--- src/rtl/ees_defines.svh ---
// constants for the two-wire serial eeprom slave
// assumes inclusion by the package and by design modules
`ifndef EES_DEFINES_SVH
`define EES_DEFINES_SVH

// storage geometry
`define EES_DATA_W      8
`define EES_ADDR_W      7
`define EES_DEPTH       128
`define EES_PAGE_BYTES  8

// device address byte: type code, fixed zero bits, read select
`define EES_TYPE_CODE   4'ha
`define EES_FIXED_BITS  3'h0
`define EES_RW_READ     1'h1

// bit counter value at the acknowledge clock
`define EES_ACK_SLOT    4'h8

// default programming time in device clock cycles
`define EES_PROG_CYCLES 1000
`define EES_PROG_W      16

`endif

--- src/rtl/ees_pkg.sv ---
// types for the two-wire serial eeprom slave
// assumes ees_defines.svh is on the include path
package ees_pkg;
  `include "ees_defines.svh"

  // protocol states, one-hot
  typedef enum logic [6:0]
  {
    EES_IDLE  = 7'h01,
    EES_DEV   = 7'h02,
    EES_WADDR = 7'h04,
    EES_WDATA = 7'h08,
    EES_RDATA = 7'h10,
    EES_RACK  = 7'h20,
    EES_PROG  = 7'h40
  } ees_state_type;

  // whole state of the slave
  typedef struct packed
  {
    ees_state_type                state;     // protocol state
    logic                         sclPrev;   // scl one cycle ago
    logic                         sdaPrev;   // sda one cycle ago
    logic [3:0]                   bitCnt;    // bits of the current byte
    logic                         ackPhase;  // inside the acknowledge clock
    logic [`EES_DATA_W-1:0]       rxShift;   // incoming byte
    logic [`EES_DATA_W-1:0]       txShift;   // outgoing byte
    logic [`EES_ADDR_W-1:0]       wordAddr;  // word address counter
    logic [`EES_ADDR_W-1:0]       pendAddr;  // address to program
    logic [`EES_DATA_W-1:0]       pendData;  // byte to program
    logic                         pendValid; // a byte awaits programming
    logic                         ackSeen;   // master acked a read byte
    logic                         drive;     // pulling sda low
    logic                         sdaOut;    // open-drain level, always low
    logic                         busy;      // programming cycle running
    logic [`EES_PROG_W-1:0]       progCnt;   // programming time left
    logic                         memWe;     // array write strobe
  } ees_st_type;
endpackage

--- src/rtl/ees_slave.sv ---
// two-wire serial eeprom slave: byte write, polling, three read kinds
// assumes scl and sda pins are asynchronous and far slower than sys_clk
`timescale 1ns/1ps
module ees_slave
  import ees_pkg::*;
#(
  parameter int PROG_CYCLES = `EES_PROG_CYCLES
)
(
  input  wire logic sys_clk,
  input  wire logic sys_rst,
  input  wire logic sclIn,
  input  wire logic sdaIn,
  output logic      sdaOut,
  output logic      sdaOe,
  output logic      busy
);

  localparam int AW = `EES_ADDR_W;
  localparam logic [AW-1:0] PAGE_MASK = AW'(`EES_PAGE_BYTES - 1);
  localparam logic [`EES_PROG_W-1:0] PROG_LAST = `EES_PROG_W'(PROG_CYCLES - 1);

  ees_st_type             st_r;     // registered state
  ees_st_type             st_nxt;   // next state
  logic [1:0]             pinSync;  // synchronised scl, sda
  logic                   scl;      // synchronised clock line
  logic                   sda;      // synchronised data line
  logic                   sclRise;  // rising scl seen
  logic                   sclFall;  // falling scl seen
  logic                   startSeen;// start condition
  logic                   stopSeen; // stop condition
  logic [`EES_DATA_W-1:0] memRd;    // byte at word address counter

  ////////////////////////////////////////////////////////////////////////
  // helpers

  // read roll-over: whole array
  function automatic logic [AW-1:0] readNext(input logic [AW-1:0] a);
    readNext = a + AW'(1);
  endfunction

  // write roll-over: stays inside the page
  function automatic logic [AW-1:0] writeNext(input logic [AW-1:0] a);
    logic [AW-1:0] inc;
    inc = a + AW'(1);
    writeNext = (a & ~PAGE_MASK) | (inc & PAGE_MASK);
  endfunction

  // states that shift a byte in from the master
  function automatic logic isRx(input ees_state_type s);
    isRx = (s == EES_DEV) || (s == EES_WADDR) || (s == EES_WDATA);
  endfunction

  ////////////////////////////////////////////////////////////////////////
  // pin synchroniser, idle bus is high
  ees_sync #(
    .WIDTH   (2),
    .RST_VAL (2'h3)
  ) u_sync (
    .sys_clk (sys_clk),
    .sys_rst (sys_rst),
    .pinIn   ({sclIn, sdaIn}),
    .syncOut (pinSync)
  );

  assign scl = pinSync[1];
  assign sda = pinSync[0];

  ////////////////////////////////////////////////////////////////////////
  // storage array
  ees_mem #(
    .DEPTH  (`EES_DEPTH),
    .ADDR_W (AW),
    .DATA_W (`EES_DATA_W)
  ) u_mem (
    .sys_clk (sys_clk),
    .sys_rst (sys_rst),
    .wrEn    (st_r.memWe),
    .wrAddr  (st_r.pendAddr),
    .wrData  (st_r.pendData),
    .rdAddr  (st_r.wordAddr),
    .rdData  (memRd)
  );

  ////////////////////////////////////////////////////////////////////////
  // line events
  assign sclRise   = scl & ~st_r.sclPrev;
  assign sclFall   = ~scl & st_r.sclPrev;
  assign startSeen = scl & st_r.sclPrev & st_r.sdaPrev & ~sda;
  assign stopSeen  = scl & st_r.sclPrev & ~st_r.sdaPrev & sda;

  ////////////////////////////////////////////////////////////////////////
  // next state
  always_comb
  begin
    st_nxt         = st_r;
    st_nxt.sclPrev = scl;
    st_nxt.sdaPrev = sda;
    st_nxt.memWe   = 1'b0;
    st_nxt.sdaOut  = 1'b0;
    if (st_r.state == EES_PROG)
    begin
      // bus fully ignored while programming
      st_nxt.drive = 1'b0;
      if (st_r.progCnt == '0)
      begin
        // cycle over: commit byte, back to standby
        st_nxt.memWe     = 1'b1;
        st_nxt.busy      = 1'b0;
        st_nxt.pendValid = 1'b0;
        st_nxt.state     = EES_IDLE;
      end
      else
      begin
        st_nxt.progCnt = st_r.progCnt - `EES_PROG_W'(1);
      end
    end
    else if (startSeen)
    begin
      // start or repeated start: expect address byte
      st_nxt.state    = EES_DEV;
      st_nxt.bitCnt   = '0;
      st_nxt.ackPhase = 1'b0;
      st_nxt.drive    = 1'b0;
    end
    else if (stopSeen)
    begin
      // stop releases the line, launches pending write
      st_nxt.drive    = 1'b0;
      st_nxt.ackPhase = 1'b0;
      if (st_r.pendValid)
      begin
        st_nxt.state   = EES_PROG;
        st_nxt.busy    = 1'b1;
        st_nxt.progCnt = PROG_LAST;
      end
      else
      begin
        st_nxt.state = EES_IDLE;
      end
    end
    else if (isRx(st_r.state))
    begin
      if (sclRise && st_r.bitCnt < `EES_ACK_SLOT)
      begin
        // sample a bit on rising scl, msb first
        st_nxt.rxShift = {st_r.rxShift[`EES_DATA_W-2:0], sda};
        st_nxt.bitCnt  = st_r.bitCnt + 4'h1;
      end
      else if (sclFall && st_r.bitCnt == `EES_ACK_SLOT && !st_r.ackPhase)
      begin
        // byte complete: decide acknowledge
        st_nxt.ackPhase = 1'b1;
        case (st_r.state)
          EES_DEV:
          begin
            if (st_r.rxShift[7:1] == {`EES_TYPE_CODE, `EES_FIXED_BITS})
            begin
              st_nxt.drive = 1'b1;
            end
            else
            begin
              st_nxt.state = EES_IDLE;
            end
          end
          EES_WADDR:
          begin
            // word address loaded into counter
            st_nxt.drive    = 1'b1;
            st_nxt.wordAddr = st_r.rxShift[AW-1:0];
          end
          EES_WDATA:
          begin
            // data held until the stop, counter moves in page
            st_nxt.drive     = 1'b1;
            st_nxt.pendAddr  = st_r.wordAddr;
            st_nxt.pendData  = st_r.rxShift;
            st_nxt.pendValid = 1'b1;
            st_nxt.wordAddr  = writeNext(st_r.wordAddr);
          end
          default:
          begin
            st_nxt.state = EES_IDLE;
          end
        endcase
      end
      else if (sclFall && st_r.ackPhase)
      begin
        // end of ninth clock: release and move on
        st_nxt.drive    = 1'b0;
        st_nxt.ackPhase = 1'b0;
        st_nxt.bitCnt   = '0;
        case (st_r.state)
          EES_DEV:
          begin
            if (st_r.rxShift[0] == `EES_RW_READ)
            begin
              // first read byte, msb driven now
              st_nxt.state    = EES_RDATA;
              st_nxt.txShift  = {memRd[`EES_DATA_W-2:0], 1'b0};
              st_nxt.drive    = ~memRd[`EES_DATA_W-1];
              st_nxt.wordAddr = readNext(st_r.wordAddr);
            end
            else
            begin
              st_nxt.state = EES_WADDR;
            end
          end
          EES_WADDR:
          begin
            st_nxt.state = EES_WDATA;
          end
          default:
          begin
            // further data bytes replace the held one
            st_nxt.state = EES_WDATA;
          end
        endcase
      end
    end
    else
    begin
      case (st_r.state)
        EES_RDATA:
        begin
          if (sclRise)
          begin
            st_nxt.bitCnt = st_r.bitCnt + 4'h1;
          end
          else if (sclFall && st_r.bitCnt == `EES_ACK_SLOT)
          begin
            // hand the ack slot to the master
            st_nxt.drive   = 1'b0;
            st_nxt.ackSeen = 1'b0;
            st_nxt.state   = EES_RACK;
          end
          else if (sclFall)
          begin
            // next bit after falling scl
            st_nxt.drive   = ~st_r.txShift[`EES_DATA_W-1];
            st_nxt.txShift = {st_r.txShift[`EES_DATA_W-2:0], 1'b0};
          end
        end
        EES_RACK:
        begin
          if (sclRise)
          begin
            if (sda)
            begin
              // nack: stop driving, wait for stop
              st_nxt.state = EES_IDLE;
            end
            else
            begin
              st_nxt.ackSeen = 1'b1;
            end
          end
          else if (sclFall && st_r.ackSeen)
          begin
            // master acked: next sequential byte
            st_nxt.state    = EES_RDATA;
            st_nxt.bitCnt   = '0;
            st_nxt.txShift  = {memRd[`EES_DATA_W-2:0], 1'b0};
            st_nxt.drive    = ~memRd[`EES_DATA_W-1];
            st_nxt.wordAddr = readNext(st_r.wordAddr);
          end
        end
        EES_IDLE:
        begin
          st_nxt.drive = 1'b0;
        end
        default:
        begin
          st_nxt.state = EES_IDLE;
          st_nxt.drive = 1'b0;
        end
      endcase
    end
  end

  ////////////////////////////////////////////////////////////////////////
  // state register, counter survives across transfers
  always_ff @(posedge sys_clk or posedge sys_rst)
  begin
    if (sys_rst)
    begin
      st_r           <= '0;
      st_r.state     <= EES_IDLE;
      st_r.sclPrev   <= 1'b1;
      st_r.sdaPrev   <= 1'b1;
    end
    else
    begin
      st_r <= st_nxt;
    end
  end

  ////////////////////////////////////////////////////////////////////////
  // outputs straight from the state register
  assign sdaOut = st_r.sdaOut;
  assign sdaOe  = st_r.drive;
  assign busy   = st_r.busy;
endmodule

--- src/rtl/ees_sync.sv ---
// two-flop synchroniser for a vector of pin inputs
// assumes inputs are asynchronous to sys_clk
`timescale 1ns/1ps
module ees_sync
#(
  parameter int         WIDTH   = 2,
  parameter logic [1:0] RST_VAL = 2'h3
)
(
  input  wire logic             sys_clk,
  input  wire logic             sys_rst,
  input  wire logic [WIDTH-1:0] pinIn,
  output logic      [WIDTH-1:0] syncOut
);

  logic [WIDTH-1:0] meta_r; // first stage, read only by the second

  ////////////////////////////////////////////////////////////////////////
  // both stages reset to the idle bus level
  always_ff @(posedge sys_clk or posedge sys_rst)
  begin
    if (sys_rst)
    begin
      meta_r  <= RST_VAL[WIDTH-1:0];
      syncOut <= RST_VAL[WIDTH-1:0];
    end
    else
    begin
      meta_r  <= pinIn;
      syncOut <= meta_r;
    end
  end
endmodule

--- src/rtl/ees_mem.sv ---
// byte array with one write port and a registered read port
// assumes write and read addresses are stable around their use
`timescale 1ns/1ps
module ees_mem
#(
  parameter int DEPTH  = 128,
  parameter int ADDR_W = 7,
  parameter int DATA_W = 8
)
(
  input  wire logic              sys_clk,
  input  wire logic              sys_rst,
  input  wire logic              wrEn,
  input  wire logic [ADDR_W-1:0] wrAddr,
  input  wire logic [DATA_W-1:0] wrData,
  input  wire logic [ADDR_W-1:0] rdAddr,
  output logic      [DATA_W-1:0] rdData
);

  logic [DATA_W-1:0] mem [DEPTH]; // storage cells, no reset

  ////////////////////////////////////////////////////////////////////////
  // array write
  always_ff @(posedge sys_clk)
  begin
    if (wrEn)
    begin
      mem[wrAddr] <= wrData;
    end
  end

  ////////////////////////////////////////////////////////////////////////
  // registered read
  always_ff @(posedge sys_clk or posedge sys_rst)
  begin
    if (sys_rst)
    begin
      rdData <= '0;
    end
    else
    begin
      rdData <= mem[rdAddr];
    end
  end
endmodule

--- config.mk ---
export PLATFORM = sky130hd
export DESIGN_NAME = ees_slave
export DESIGN_NICKNAME = d
export VERILOG_FILES = /design/src/rtl/ees_pkg.sv /design/src/rtl/ees_slave.sv /design/src/rtl/ees_sync.sv /design/src/rtl/ees_mem.sv
export VERILOG_INCLUDE_DIRS = /design/src /design/src/rtl
export SDC_FILE = /design/constraint.sdc
export NUM_CORES = 1
export LEC_CHECK = 0
export ABC_CLOCK_PERIOD_IN_PS = 3400
export BUFFER_PORTS_ARGS = -buffer_cell sky130_fd_sc_hd__buf_2
export CAP_MARGIN = 25
export CORE_AREA = 2 2 337 339
export DETAILED_ROUTE_END_ITERATION = 8
export DIE_AREA = 0 0 339 341
export MAX_ROUTING_LAYER = met4
export PLACE_DENSITY = 0.61
export SYNTH_ARGS = -nofsm -noshare
export SYNTH_HDL_FRONTEND = slang
export SYNTH_SLANG_ARGS = --single-unit
--- constraint.sdc ---
create_clock -name sys_clk -period 3.4 [get_ports sys_clk]
set_input_delay 0.34 -clock sys_clk [delete_from_list [all_inputs] [get_ports sys_clk]]
set_output_delay 0.34 -clock sys_clk [all_outputs]
set_load 0.01 [all_outputs]
* Word level (Yosys, flattened, before mapping)
Memories as Yosys holds them, arrays and structs flattened. A register that Yosys moved wholly into a read port is not among the register bits. Index checks and enable logic that the tools add are counted.
Storage, ports and cells: register bits 77, RAM bits 1024, input bits 4, word-level logic and storage cells 217, memories kept 1
Memory list:
- u_mem.mem | depth 128, width 8, rd ports 1, clocked after Yosys merged registers in 1, wr ports 1, RTL line ees_mem.sv:20 | logic [DATA_W-1:0] mem [DEPTH];
Operators by class: $add $sub $neg 3, magnitude comparators 1, equality and inequality tests 54, multiplexer cells 87, bitwise logic cells 19, reductions and logical operators 34
Operators by type and width (count):
- 7-bit two-way mux | 17
- 15-bit two-way mux | 6
- 17-bit two-way mux | 4
- 16-bit two-way mux | 3
- 8-bit two-way mux | 5
- 31-bit two-way mux | 1
- 6-bit != test (second input constant) | 5
- 1-bit two-way mux | 28
- 4-bit two-way mux | 7
- 7-bit != test (second input constant) | 4
- 7-bit case mux with 2 select lines | 2
- 2-bit != test (second input constant) | 11
- 7-bit case mux with 3 select lines | 1
- 5-bit two-way mux | 4
- 4-bit != test (second input constant) | 5
- 3-bit != test (second input constant) | 6
- 16-bit zero test | 1
- 8-bit case mux with 2 select lines | 1
- 8-bit AND reduction | 2
- 2-bit nonzero test | 8
- 16-bit by 1-bit subtractor with 16-bit output (second input constant) | 1
- 7-bit == test (second input constant) | 2
- 7-bit by 6-bit != test with 1-bit output (second input constant) | 2
- 14-bit AND reduction | 1
- 35 further kinds | 71

* Logic depth before layout (Yosys ltp)
word-level depth 10, depth in mapped cells 10, mapped depth without buffers 8

* By module
From an unflattened synthesis, not the netlist that was laid out.
Second synthesis, totals: cells, all modules 2023, area total of the unflattened synthesis 43729.4 um2
By module, submodules not included:
- ees_mem | times used 1, cells an instance 1636, area an instance 39705.6 um2, seq. area each 30949.7 um2
- ees_slave | times used 1, cells an instance 382, area an instance 3915.0 um2, seq. area each 1805.5 um2
- ees_sync | times used 1, cells an instance 5, area an instance 108.9 um2, seq. area each 105.1 um2

* Worst setup path before layout
Ideal clock, no wire load.
kind reg2reg, from register, netlist name st_r[9], to register st_r[23] (netlist bit), setup time 131 ps, arrival 2575 ps, data required time 3269 ps, path slack 694 ps, stages on the path, launching flop included 8, clock period less this slack 2706 ps, path through dfrtp_1 > or4_4 > or3_1 > buf_2 > o21a_4 > o31ai_4 > buf_6 > mux2_2
RTL lines:
- end signal, assigned | RTL line ees_slave.sv:294 | st_r <= st_nxt;
- end, declared | RTL line ees_slave.sv:23 | ees_st_type st_r;

==> run metrics <==
Clk pin slew, worst setup/hold paths=0.06 ns; top cell type's share of synthesized area=between 60% and 70%; Slew Viols, Final=0; static leakage power=~0.014 uW; slowest stage delay, CP=0.60 ns; width of the chip=between 300 and 400 um; number of flops mapped to enable cells by yosys=a little over 1000; CP delay by family, top=compound AO/OA/AOI/OAI gates; clock latency on the worst-skew pair=roughly 0.7 ns; Crit. End Element=register; IO Port Bufs=5; die area=115600 sq um; H-tree depth=3; Synth Warn #=0; vias in the first global route=23790; R2R Setup Slk=around 0.25 ns; first-pass GRT wire length=163.9 mm; Die Y=approximately 340 um; HP Start=sdaIn; asr flop ratio synth=7.581%; multi-input combinational cell area=between 10000 and 15000 sq um; Synth Instances=2484; core area=approximately 110000 sq um; run status=complete, no violations; clk sinks=between 1000 and 1500; Worst Setup EP=u_mem.rdData[3]; top post-synthesis cells by area=edfxtp_1, mux4_2, mux2i_1; top-count cell post-synth=edfxtp_1; critical path arrival=between 3 and 4 ns; Final Cycle Share=92.51%; Starting Density=between 30 and 40%; final setup violation count=0; fin crit period=3.145 ns; storage element area=between 30000 and 40000 sq um; P&R area growth vs syn=13.91%; Slew @ Worst Pin=~1.0 ns; RSZ-0062 raised after global routing=no; Final WS setup=roughly 0.25 ns; cts bufs inserted=110; Crit Path Max Fanout=37; Total Power=about 30000 uW; Placer Congestion=about 0.94; maxcap violations=0; Hold Fails Final Rpt=0; initial DRC count=roughly 2800; post-synth cell types=76; net count after synthesis=between 2000 and 2500; critical path's slowest cell=a211oi_1; Synth area leader=edfxtp_1; # fillers=9510; relative slew slack=32.05%; clk buf depth=3; WS Path Type=reg -> reg; Post-CTS Setup Bufs=0; CTS tree=built; Power Density=between 500 and 600 nW/um^2; CTS root buf=clkbuf_16; Via density=5.733; skew final=between 0.03 and 0.04 ns; initial antenna violation count=1; final core utilization=45.25%; Setup crit start kind=register; share of post-route cells with drive strength above 1=between 10% and 20%; Hold WC Path Type=in -> reg; GR Util All Layers=between 15 and 20%; Post-Syn Area=44440 sq um; Worst Setup SP=st_r[41]; pin count of the biggest net entering global routing=106; WP buf/inv=2; IR drop worst, VDD=394.1 uV; DRC=0; Seq/Total Area, Yosys=73.94%; Antenna diodes=0; DR WL/cell=between 20 and 30 um; Crit path depth=8; reg-to-reg startpoint=st_r[41]; CP Data Required Time=about 4.0 ns; DP Wirelength=71.02 mm; Place WS=between 0.3 and 0.4 ns; R2R Path End=u_mem.rdData[3]; Fmax=0.3179 GHz; synthesized flop and latch total=roughly 1100; critical path cell sequence=buf_4, nand2b_1, a211oi_1, a211oi_1, buf_4, nand2_1, a221o_1, a2111oi_0; Mean Syn Cell Area=about 18 sq um; Final ANT Viol Nets=0; 1st-pass router iterations=5; total grt overflow=0; total number of vias=about 24000; setup_tns=0 ns; commonest cells in the netlist=edfxtp_1, mux2i_1, nor2_1; Post-synth top flop=edfxtp_1; io pins=7; R2R depth=8; cell row count=123; DRT Wirelength=~110 mm; net count reported at finish=around 2600
==> timing repair <==
item | in CTS | in global routing
hold buffers | 3 | 0
endpoints found under the setup margin | 0 | 1
hold endpoints to repair | 38 | 0
gates resized for setup | 0 | 1
==> sequential cells by signal, indices dropped and copies added, names as in the netlist <==
name,flops
u_mem.mem,1024
st_r,70
u_mem.rdData,8
u_sync.meta_r,2
u_sync.syncOut,2
busy,1
sdaOe,1
==> worst reg2reg max path, cell delays in order (launching register included) <==
cell and delay (ns):
dfrtp_4 0.44, buf_4 0.54, nand2b_1 0.35, a211oi_1 0.09
a211oi_1 0.60, buf_4 0.24, nand2_1 0.05, a221o_1 0.32
a2111oi_0 0.39
==> routing by layer <==
layer	GRT usage, %	part of all wire (%)	vias up
met3	2.880	6.5	205
met1	27.35	44	12540
li1	-	-	10290
met4	5.741	2.7	0
met5	-	0	-
met2	30.36	47	941
==> worst min-delay path by stage <==
stage,cells after the start,slack (ns),to
after floorplan,0,0.34,u_sync.meta_r[0]
after global routing,2,0.30,u_sync.meta_r[0]
after CTS,2,0.25,u_sync.meta_r[0]
final,2,0.30,u_sync.meta_r[0]
after global placement,0,0.35,u_sync.syncOut[0]
after detailed placement,0,0.35,u_sync.syncOut[0]
==> logic make-up (layout without fill, tap and decap cells) <==
family	count (synthesis)	count (layout)	share of synthesized area, %
AND/OR/NAND/NOR	422	422	4.417
AO/OA/AOI/OAI	337	337	5.659
adder cells (fa/ha/maj)	5	5	0.1408
buffers and inverters	147	346	1.512
XOR/XNOR	21	21	0.4138
other	1	1	0.008438
multiplexers	443	443	13.91
flip-flops	1108	1108	73.94
==> power breakdown <==
| part | switching, uW | internal (uW) |
|---|---|---|
| registers | 207 | 14800 |
| clock network | 5140 | 6840 |
| logic | 1970 | 1220 |
| total | 7320 | 22900 |
==> layout by cell type, fill, tap and decap left out, types with 24 or more instances in the layout <==
cell	n
buf_4	103
clkbuf_16	110
edfxtp_1	1024
mux4_2	138
nor3_1	24
a31oi_1	36
nand3_1	38
a22oi_1	121
clkinv_2	33
mux2i_1	287
dfrtp_1	65
nand2_1	97
nor2_1	166
==> layout make-up <==
cell class,instances,share of cell area (%)
tap,1500,3.707
clock inverter,74,1.471
clock buffer,123,5.534
multi-input combinational,1229,21.62
timing repair buffer,135,2.570
sequential,1108,64.99
inverter,14,0.1063
==> per-stage QoR <==
stage	cell area [sq um]	std cells	hold WS [ns]
finish	50630	4183	0.2977
global route	50630	4183	0.2991
CTS	50620	4183	0.2500
detailed placement	47050	3983	0.3491
global placement	47010	3981	0.3512
floorplan	44440	2484	0.3445
Note: power is estimated with default switching activity, not from simulation.
